===== config.mk =====
export PLATFORM = sky130hd
export DESIGN_NAME = dcps_scheduler
export DESIGN_NICKNAME = d
export VERILOG_FILES = /design/src/rtl/dcps_pkg.sv /design/src/rtl/dcps_scheduler.sv
export SDC_FILE = /design/constraint.sdc
export NUM_CORES = 1
export LEC_CHECK = 0
export BUFFER_PORTS_ARGS = -buffer_cell sky130_fd_sc_hd__buf_2
export CORE_MARGIN = 8
export CORE_UTILIZATION = 35
export CTS_CLUSTER_SIZE = 20
export DETAILED_ROUTE_END_ITERATION = 7
export PLACE_DENSITY_LB_ADDON = 0.08
export SYNTH_ARGS = -nofsm -noshare
export SYNTH_HDL_FRONTEND = slang
export SYNTH_SLANG_ARGS = --single-unit
export TNS_END_PERCENT = 5

===== constraint.sdc =====
create_clock -name core_clk_in -period 7.4 [get_ports core_clk_in]
set_input_delay 1.48 -clock core_clk_in [delete_from_list [all_inputs] [get_ports core_clk_in]]
set_output_delay 1.48 -clock core_clk_in [all_outputs]
set_load 0.005 [all_outputs]

===== src/rtl/dcps_pkg.sv =====
// dcps_pkg: constants and types for the two-channel scheduler
`default_nettype none
package dcps_pkg;
    // activity codes presented by each channel
    typedef enum logic [2:0] {
        DCPS_ACT_IDLE,
        DCPS_ACT_DMA_XFER,
        DCPS_ACT_DMA_TERM,
        DCPS_ACT_PROGRAM,
        DCPS_ACT_ATTENTION
    } dcps_act_t;

    // priority levels, 1 highest
    localparam logic [2:0] DCPS_PRI_TOP     = 3'h1;
    localparam logic [2:0] DCPS_PRI_ATTN    = 3'h2;
    localparam logic [2:0] DCPS_PRI_PROGRAM = 3'h3;
    localparam logic [2:0] DCPS_PRI_IDLE    = 3'h4;

    // chain flag position in the channel_control word
    localparam int unsigned DCPS_CHAIN_BIT = 8;
    // tie-break position in the channel_command_word
    localparam int unsigned DCPS_CMD_PRIO_BIT = 5;

    // register bus map (word offsets of a plain port)
    localparam logic [3:0] DCPS_REG_CTRL0   = 4'h0;
    localparam logic [3:0] DCPS_REG_CTRL1   = 4'h1;
    localparam logic [3:0] DCPS_REG_STATUS  = 4'h2;

    // values after reset
    localparam logic       DCPS_LAST_RESET  = 1'b0;
    localparam logic [1:0] DCPS_PRIO_RESET  = 2'h0;
endpackage : dcps_pkg
`default_nettype wire


===== src/rtl/dcps_scheduler.sv =====
// dcps_scheduler: picks which of two channels runs the next internal cycle
//
// Functional notes
// - decide next channel every cycle, no overhead
// - dma, termination, chained=1; attention 2; program 3
// - chain flag raises program to dma priority
// - grant channel with highest activity priority
// - equal priority: tie-break bit one wins
// - tie-break loaded from command word bit
// - equal priority and bits: alternate channels
// - dma preempts instructions at internal cycles
// - dma interleaves other dma per bus cycle
// - two programs switch at instruction boundaries
// - termination/attention not interrupted by instructions
// - lock blocks dma interleave, dma keeps running
// - locked test-and-set finishes before other dma
// - arbitrate when both channels ready, else run the active one
// - blocked attention latched, runs when allowed
// - termination routine adjusts the task pointer
// - attention routine reads, executes command word
// - internal routine fetches stay off bus
// - dma yields to attention after transfer cycle
// - chained program gets cycle after dma; code keeps dma if its tie-break bit is one and the program's zero
// - started attention continues, else chained program
// - chain flag is channel_control bit eight
// - lock held: running channel keeps processor
//
// Local design decisions: the strobed register port and the register addresses.
`default_nettype none
module dcps_scheduler (
    input  wire logic                   core_clk_in,
    input  wire logic                   reset_n_in,
    // per channel activity, from the channel sequencers
    input  wire dcps_pkg::dcps_act_t    ch0_act_in,
    input  wire dcps_pkg::dcps_act_t    ch1_act_in,
    // channel_control words (chain flag)
    input  wire logic [15:0]            ch0_channel_control_in,
    input  wire logic [15:0]            ch1_channel_control_in,
    // attention_request from the host, one pulse per channel
    input  wire logic                   ch0_attention_request_in,
    input  wire logic                   ch1_attention_request_in,
    // channel_command_word being executed by the attention routine
    input  wire logic [7:0]             channel_command_word_in,
    input  wire logic                   cmd_load_ch0_in,
    input  wire logic                   cmd_load_ch1_in,
    // boundary markers for the channel currently running
    input  wire logic                   bus_cycle_end_in,
    input  wire logic                   instr_end_in,
    input  wire logic                   seq_started_in,
    input  wire logic                   term_done_in,
    input  wire logic                   attn_done_in,
    input  wire logic                   tsl_active_in,
    // bus lock as driven by the running channel
    input  wire logic                   bus_lock_in,
    // register port
    input  wire logic [3:0]             reg_addr_in,
    input  wire logic [15:0]            reg_wdata_in,
    input  wire logic                   reg_wr_in,
    input  wire logic                   reg_rd_in,
    output logic [15:0]                 reg_rdata_out,
    // grant
    output logic                        run_ch1_out,
    output logic                        ch0_attn_pending_out,
    output logic                        ch1_attn_pending_out,
    output logic                        rom_fetch_out,
    output logic                        tp_adjust_out,
    output logic                        cmd_fetch_out,
    output logic [1:0]                  program_state_prio_out
);

    // ----------------------------------------------------------------
    // activity to priority
    // ----------------------------------------------------------------
    function automatic logic [2:0] act_pri(input dcps_pkg::dcps_act_t act,
                                           input logic chain);
        logic [2:0] p;
        p = dcps_pkg::DCPS_PRI_IDLE;
        case (act)
            dcps_pkg::DCPS_ACT_DMA_XFER:  p = dcps_pkg::DCPS_PRI_TOP;
            dcps_pkg::DCPS_ACT_DMA_TERM:  p = dcps_pkg::DCPS_PRI_TOP;
            dcps_pkg::DCPS_ACT_ATTENTION: p = dcps_pkg::DCPS_PRI_ATTN;
            // chained program runs at dma level
            dcps_pkg::DCPS_ACT_PROGRAM:
                p = chain ? dcps_pkg::DCPS_PRI_TOP : dcps_pkg::DCPS_PRI_PROGRAM;
            default:                      p = dcps_pkg::DCPS_PRI_IDLE;
        endcase
        return p;
    endfunction

    // ----------------------------------------------------------------
    // state
    // ----------------------------------------------------------------
    logic        last_ch;
    logic        next_last_ch;
    logic [1:0]  prio_bit;
    logic [1:0]  next_prio_bit;
    logic [1:0]  attn_latch;
    logic [1:0]  next_attn_latch;
    logic [1:0]  sw_hold;
    logic [1:0]  next_sw_hold;
    logic        alt_owed;
    logic        next_alt_owed;
    logic [15:0] next_rdata;
    logic        next_rom_fetch;
    logic        next_tp_adjust;
    logic        next_cmd_fetch;

    dcps_pkg::dcps_act_t act_a;
    dcps_pkg::dcps_act_t act_b;
    logic [2:0]          pri_a;
    logic [2:0]          pri_b;
    logic                chain_a;
    logic                chain_b;
    logic                pb_a;
    logic                pb_b;
    logic                b_wins;
    logic                at_boundary;
    logic                switch_ok;
    logic                run_ch;

    // ----------------------------------------------------------------
    // switch decision
    // ----------------------------------------------------------------
    always_comb begin
        // incumbent is the channel that ran last
        act_a   = last_ch ? ch1_act_in : ch0_act_in;
        act_b   = last_ch ? ch0_act_in : ch1_act_in;
        chain_a = last_ch ? ch1_channel_control_in[dcps_pkg::DCPS_CHAIN_BIT]
                          : ch0_channel_control_in[dcps_pkg::DCPS_CHAIN_BIT];
        chain_b = last_ch ? ch0_channel_control_in[dcps_pkg::DCPS_CHAIN_BIT]
                          : ch1_channel_control_in[dcps_pkg::DCPS_CHAIN_BIT];
        pb_a    = prio_bit[last_ch];
        pb_b    = prio_bit[~last_ch];
        pri_a   = act_pri(act_a, chain_a);
        pri_b   = act_pri(act_b, chain_b);

        if (pri_b < pri_a) begin
            b_wins = 1'b1;
        end else if (pri_b > pri_a) begin
            b_wins = 1'b0;
        end else if (pb_b != pb_a) begin
            b_wins = pb_b;
        end else begin
            b_wins = 1'b1;
        end

        if (act_a == dcps_pkg::DCPS_ACT_DMA_XFER &&
            act_b == dcps_pkg::DCPS_ACT_ATTENTION) begin
            b_wins = 1'b1;
        end
        // chained program after each dma bus cycle, when both tie-break bits are one
        if (act_a == dcps_pkg::DCPS_ACT_DMA_XFER && pb_a &&
            act_b == dcps_pkg::DCPS_ACT_PROGRAM && chain_b && pb_b) begin
            b_wins = 1'b1;
        end
        // unstarted attention loses to chained program
        if (act_a == dcps_pkg::DCPS_ACT_ATTENTION &&
            act_b == dcps_pkg::DCPS_ACT_PROGRAM && chain_b) begin
            b_wins = ~seq_started_in;
        end

        // interleave boundary of the incumbent
        at_boundary = 1'b1;
        case (act_a)
            // dma yields after a bus cycle
            dcps_pkg::DCPS_ACT_DMA_XFER:  at_boundary = bus_cycle_end_in;
            dcps_pkg::DCPS_ACT_DMA_TERM,
            dcps_pkg::DCPS_ACT_ATTENTION:
                at_boundary = (act_b == dcps_pkg::DCPS_ACT_DMA_XFER) ? 1'b1
                            : (act_a == dcps_pkg::DCPS_ACT_DMA_TERM ? term_done_in
                                                                    : attn_done_in);
            // dma preempts at internal cycles; else instr end
            dcps_pkg::DCPS_ACT_PROGRAM:
                at_boundary = (act_b == dcps_pkg::DCPS_ACT_DMA_XFER) ? ~tsl_active_in
                                                                     : instr_end_in;
            default:                      at_boundary = 1'b1;
        endcase
        // started attention keeps running, unstarted one yields
        if (act_a == dcps_pkg::DCPS_ACT_ATTENTION &&
            act_b == dcps_pkg::DCPS_ACT_PROGRAM) begin
            at_boundary = seq_started_in ? attn_done_in : 1'b1;
        end

        // both ready, else the active one
        if (act_b == dcps_pkg::DCPS_ACT_IDLE) begin
            switch_ok = 1'b0;
        end else if (act_a == dcps_pkg::DCPS_ACT_IDLE) begin
            switch_ok = 1'b1;
        end else if (bus_lock_in) begin
            switch_ok = 1'b0;
        end else begin
            switch_ok = b_wins && at_boundary;
        end
        // alternation only after a boundary was honoured
        if (switch_ok && pri_a == pri_b && pb_a == pb_b && !alt_owed &&
            act_a != dcps_pkg::DCPS_ACT_IDLE) begin
            switch_ok = 1'b1;
        end

        // decision applied on this edge, no gap
        run_ch       = switch_ok ? ~last_ch : last_ch;
        next_last_ch = run_ch;
        next_alt_owed = 1'b0;
        next_sw_hold  = sw_hold;
    end

    // ----------------------------------------------------------------
    // attention latch and tie-break bits
    // ----------------------------------------------------------------
    always_comb begin
        next_attn_latch = attn_latch;
        next_prio_bit   = prio_bit;
        // clear when routine ends; new request wins
        if (attn_done_in) begin
            next_attn_latch[last_ch] = 1'b0;
        end
        if (ch0_attention_request_in) begin
            next_attn_latch[0] = 1'b1;
        end
        if (ch1_attention_request_in) begin
            next_attn_latch[1] = 1'b1;
        end
        if (cmd_load_ch0_in) begin
            next_prio_bit[0] = channel_command_word_in[dcps_pkg::DCPS_CMD_PRIO_BIT];
        end
        if (cmd_load_ch1_in) begin
            next_prio_bit[1] = channel_command_word_in[dcps_pkg::DCPS_CMD_PRIO_BIT];
        end
        if (reg_wr_in && reg_addr_in == dcps_pkg::DCPS_REG_CTRL0) begin
            next_prio_bit[0] = reg_wdata_in[0];
        end else if (reg_wr_in && reg_addr_in == dcps_pkg::DCPS_REG_CTRL1) begin
            next_prio_bit[1] = reg_wdata_in[0];
        end
    end

    // ----------------------------------------------------------------
    // internal routine controls and register read
    // ----------------------------------------------------------------
    always_comb begin
        dcps_pkg::dcps_act_t act_run;
        act_run = run_ch ? ch1_act_in : ch0_act_in;
        // internal routines fetch from on-chip store
        next_rom_fetch = (act_run == dcps_pkg::DCPS_ACT_DMA_TERM) ||
                         (act_run == dcps_pkg::DCPS_ACT_ATTENTION);
        next_tp_adjust = (act_run == dcps_pkg::DCPS_ACT_DMA_TERM);
        next_cmd_fetch = (act_run == dcps_pkg::DCPS_ACT_ATTENTION);
        next_rdata     = reg_rdata_out;
        if (reg_rd_in) begin
            if (reg_addr_in == dcps_pkg::DCPS_REG_CTRL0) begin
                next_rdata = {15'h0000, prio_bit[0]};
            end else if (reg_addr_in == dcps_pkg::DCPS_REG_CTRL1) begin
                next_rdata = {15'h0000, prio_bit[1]};
            end else if (reg_addr_in == dcps_pkg::DCPS_REG_STATUS) begin
                next_rdata = {11'h000, attn_latch, prio_bit, last_ch};
            end else begin
                next_rdata = 16'h0000;
            end
        end else begin
            next_rdata = 16'h0000;
        end
    end

    // ----------------------------------------------------------------
    // registers
    // ----------------------------------------------------------------
    // last channel, tie-break bits, attention latches and output registers
    always_ff @(posedge core_clk_in or negedge reset_n_in) begin
        if (!reset_n_in) begin
            last_ch                <= dcps_pkg::DCPS_LAST_RESET;
            prio_bit               <= dcps_pkg::DCPS_PRIO_RESET;
            attn_latch             <= 2'h0;
            sw_hold                <= 2'h0;
            alt_owed               <= 1'b0;
            reg_rdata_out          <= 16'h0000;
            run_ch1_out            <= 1'b0;
            ch0_attn_pending_out   <= 1'b0;
            ch1_attn_pending_out   <= 1'b0;
            rom_fetch_out          <= 1'b0;
            tp_adjust_out          <= 1'b0;
            cmd_fetch_out          <= 1'b0;
            program_state_prio_out <= 2'h0;
        end else begin
            last_ch                <= next_last_ch;
            prio_bit               <= next_prio_bit;
            attn_latch             <= next_attn_latch;
            sw_hold                <= next_sw_hold;
            alt_owed               <= next_alt_owed;
            reg_rdata_out          <= next_rdata;
            run_ch1_out            <= next_last_ch;
            ch0_attn_pending_out   <= next_attn_latch[0];
            ch1_attn_pending_out   <= next_attn_latch[1];
            rom_fetch_out          <= next_rom_fetch;
            tp_adjust_out          <= next_tp_adjust;
            cmd_fetch_out          <= next_cmd_fetch;
            program_state_prio_out <= next_prio_bit;
        end
    end

endmodule // dcps_scheduler
`default_nettype wire


==> metrics.yaml <==
place:
  routabilityCongestion: 0.806
  numPortBuffers: 41
  detailedPlacementHpwl_mm: 2.53
  worst_setup_slack_post_dpl_ns: 2.97
synthesis:
  synth.area.top_cells: "dfrtp_1 (26%), mux2i_1 (7.3%), buf_4 (7.3%), and2_1 (3.0%), ha_1 (3.0%)"
  yosys.area_share.adder: 0.0384
  xor_xnor_fraction_of_synth_area: 0.0212
  synth_top_area_frac: 0.263
  synth-compound-area-share: 0.171
  synth-async-reset-ratio: 1.00
  yosysSeqAreaShare: 0.263
  synth_top_family_by_area: "simple AND/OR/NAND/NOR gates"
  synth_cells: 138
  post-synth-top-area-cell: "dfrtp_1"
  post_synthesis_cell_type_count: 47
  synth_enable_flop_cells: 0
  synthMuxAreaShare: 0.129
  yosys_most_used_dff: "dfrtp_1"
  warnings_synthesis: 0
  synth_area_per_inst_um2: 8.97
  mappedNetlistArea_um2: 1240
  synthSimpleGateAreaFrac: 0.247
  synthesized_flop_and_latch_total: 13
global_routing:
  first_pass_grt_wire_length_mm: 4.71
  grt-ovfl-total: 0
  met2_usage: 0.172
  gr-max-usage-layer: "met2"
  grt_usage: 0.104
  grtUsageMet3: 0.0184
  maximum_number_of_pins_on_one_net_before_global_route_repair: 29
  global_route.usage.met1: 0.131
  number_of_antenna_violations_at_the_first_check_in_global_routing: 0
  vias_in_the_first_global_route: 1019
drt:
  routed_antenna_nets: 0
  detail_route.wl_per_cell_um: 13.9
  routed_wl_mm: 3.09
  vias_per_cell: 4.88
  detailroute.via_count: 1084
  detail_route.iter0.violations: 32
  drt_drc: 0
  detailed_routing_iterations_pass_1: 4
floorplanning:
  die_area_um2: 5690
  core-area_um2: 3360
  die_height_um: 75.5
  die_w_um: 75.5
  fp-row-count: 21
  io_pins: 105
  initial_core_util: 0.368
critical_path:
  crit_path_dat_ns: 4.28
  critical_path.max_stage_delay_ns: 0.39
  critPathLaunchType: "input pin"
  critPathKind: "input pin to flop"
  timing.critical_path.slowest_stage_cell: "a2111oi_4"
  crit_path_cell_trace: "buf_2 -> and2b_2 -> a32oi_1 -> o22ai_1 -> ha_1 -> a21o_1 -> a21oi_1 -> nor4_2 -> a2111oi_4 -> mux2i_2 -> mux2_1"
  worst-path-max-fanout: 8
  endpoint_class_of_the_critical_path: "flop"
  critical_path_required_ns: 7.54
layout:
  area.sequential_um2: 325
  nFillCells: 381
  finalNetCount: 261
  antenna-diode-count: 0
  fraction_of_final_layout_cells_sized_beyond_drive_strength_1: 0.324
  signed_area_change_from_the_synthesized_netlist_to_the_final_layout_pct: 16.2
  combined_area_of_the_multi_input_logic_cells_um2: 792
  fin_util: 0.427
clock_network:
  clock_tree.buffer_depth: 2
  clk-insertion-delay-late_ns: 0.27
  post-cts-setup-buffer-count: 0
  cts_root_buf: "clkbuf_4"
  cts-buffers-inserted: 3
  clk_pin_slew_ns: 0.08
  clock-sinks: 13
  cts_resized: 0
  hold_buffers: 0
  cts_tree: "done"
  cts.htree.levels: 1
power_and_ir_drop:
  ir_worst_vdd_uv: 102
  power-per-cell-area_nw_per_um2: 235
  p_leak_nw: 0.700
sta:
  fmaxAchievable_mhz: 242
  maxSlewHeadroom: 0.356
  report.final.slew_viol_count: 0
  min_period_over_period: 0.559
  timing.setup.tns_ns: 0
  worst-slew-pin-transition_ns: 0.967
  fin_worst_setup_slack_ns: 3.26
  period_needed_ns: 4.14
  finalSetupViolations: 0
  final-hold-violation-count: 0
  rsz_0062_raised_after_global_routing: "no"
  clock-skew-final_ns: 0.0115
run:
  maxCapViolCount: 0
status:
  outcome: "finished, final reports clean"
worst_hold_path:
  min_path_type: "flop to flop"
worst max-delay path: cells and delay by family:
kind	cells	cell delay, ns
AO/OA/AOI/OAI	5	1.21
adder cells (fa/ha/maj)	1	0.33
buffers and inverters	1	0.15
multiplexers	2	0.73
AND/OR/NAND/NOR	2	0.36
kinds of logic after synthesis:
family,Yosys count
XOR/XNOR,3
adder cells (fa/ha/maj),4
other,1
AO/OA/AOI/OAI,27
flip-flops,13
multiplexers,15
buffers and inverters,25
AND/OR/NAND/NOR,50
final timing paths:
check | startpoint | end | slack (ns) | cells past startpoint
worst min register to register | attn_latch[1] | reg_rdata_out[4] | 0.51 | 1
worst max-delay path | ch0_act_in[2] | tp_adjust_out | 3.26 | 11
worst max register to register | last_ch | tp_adjust_out | 3.72 | 11
min in group asynchronous | reset_n_in | reg_rdata_out[1] | 1.07 | 1
max in group asynchronous | reset_n_in | last_ch | 6.11 | 1
worst min-delay path | attn_latch[1] | reg_rdata_out[4] | 0.51 | 1
routing by layer:
| layer | wire length (um) | up-vias |
|---|---|---|
| li1 | - | 547 |
| met4 | 22 | 0 |
| met3 | 211 | 4 |
| met2 | 1450 | 35 |
| met1 | 1400 | 498 |
| met5 | 0 | - |
layout by cell type (no fill, tap or decap), types with 2 or more instances in the layout:
master,Yosys,routed
clkbuf_4,0,3
inv_1,8,8
a32oi_1,2,2
mux2i_1,9,9
a21oi_1,6,6
nand3_1,2,2
a31oi_1,2,2
and2_1,6,6
o21ai_0,5,5
or3_1,2,2
dfrtp_1,13,13
a21o_1,2,2
mux2_2,2,2
and4b_1,2,2
nor3b_1,4,4
xnor2_1,2,2
nand2_1,9,9
buf_2,3,41
nor3_1,4,4
nor2_1,9,9
mux2_1,3,3
nand2b_1,3,3
conb_1,1,11
ha_1,3,3
where the power goes:
group	total [mW]	internal, mW	switching (mW)
sequential	0.111	0.0814	0.0298
clock	0.0414	0.0200	0.0215
combinational	0.185	0.0939	0.0909
total	0.337	0.195	0.142
flip-flops by register name, indices dropped and copies added, names as in the netlist:
name	cells
attn_latch	2
cmd_fetch_out	1
last_ch	1
prio_bit	2
reg_rdata_out	5
rom_fetch_out	1
tp_adjust_out	1
synthesized netlist by cell type, types with 2 or more instances:
cell and count:
inv_1 8, nand2b_1 3, buf_6 2, nand3_1 2, a21o_1 2, mux2_2 2
a32oi_1 2, nor3_1 4, nand2_1 9, nor2_1 9, and4b_1 2, buf_4 12
a31oi_1 2, mux2_1 3, xnor2_1 2, buf_2 3, a21oi_1 6, nor3b_1 4
or3_1 2, and2_1 6, mux2i_1 9, dfrtp_1 13, o21ai_0 5, ha_1 3
metrics by stage:
step	total power, mW	hold WS (ns)	std cells	cell area [um^2]
detailed placement	0.298	0.492	218	1410
global route	0.363	0.533	222	1440
global placement	0.295	0.484	218	1410
finish	0.337	0.506	222	1440
CTS	0.341	0.511	222	1440
floorplan	0.266	0.487	148	1270
area by class of cell:
class	instances	area share
flip-flops and latches	13	0.226
well taps	46	0.0400
inverters	8	0.0209
multi-input cells	110	0.551
clock inverters	1	0.00348
clock buffers	3	0.0157
repair buffers	41	0.143
(Power assumes the default switching activity.)
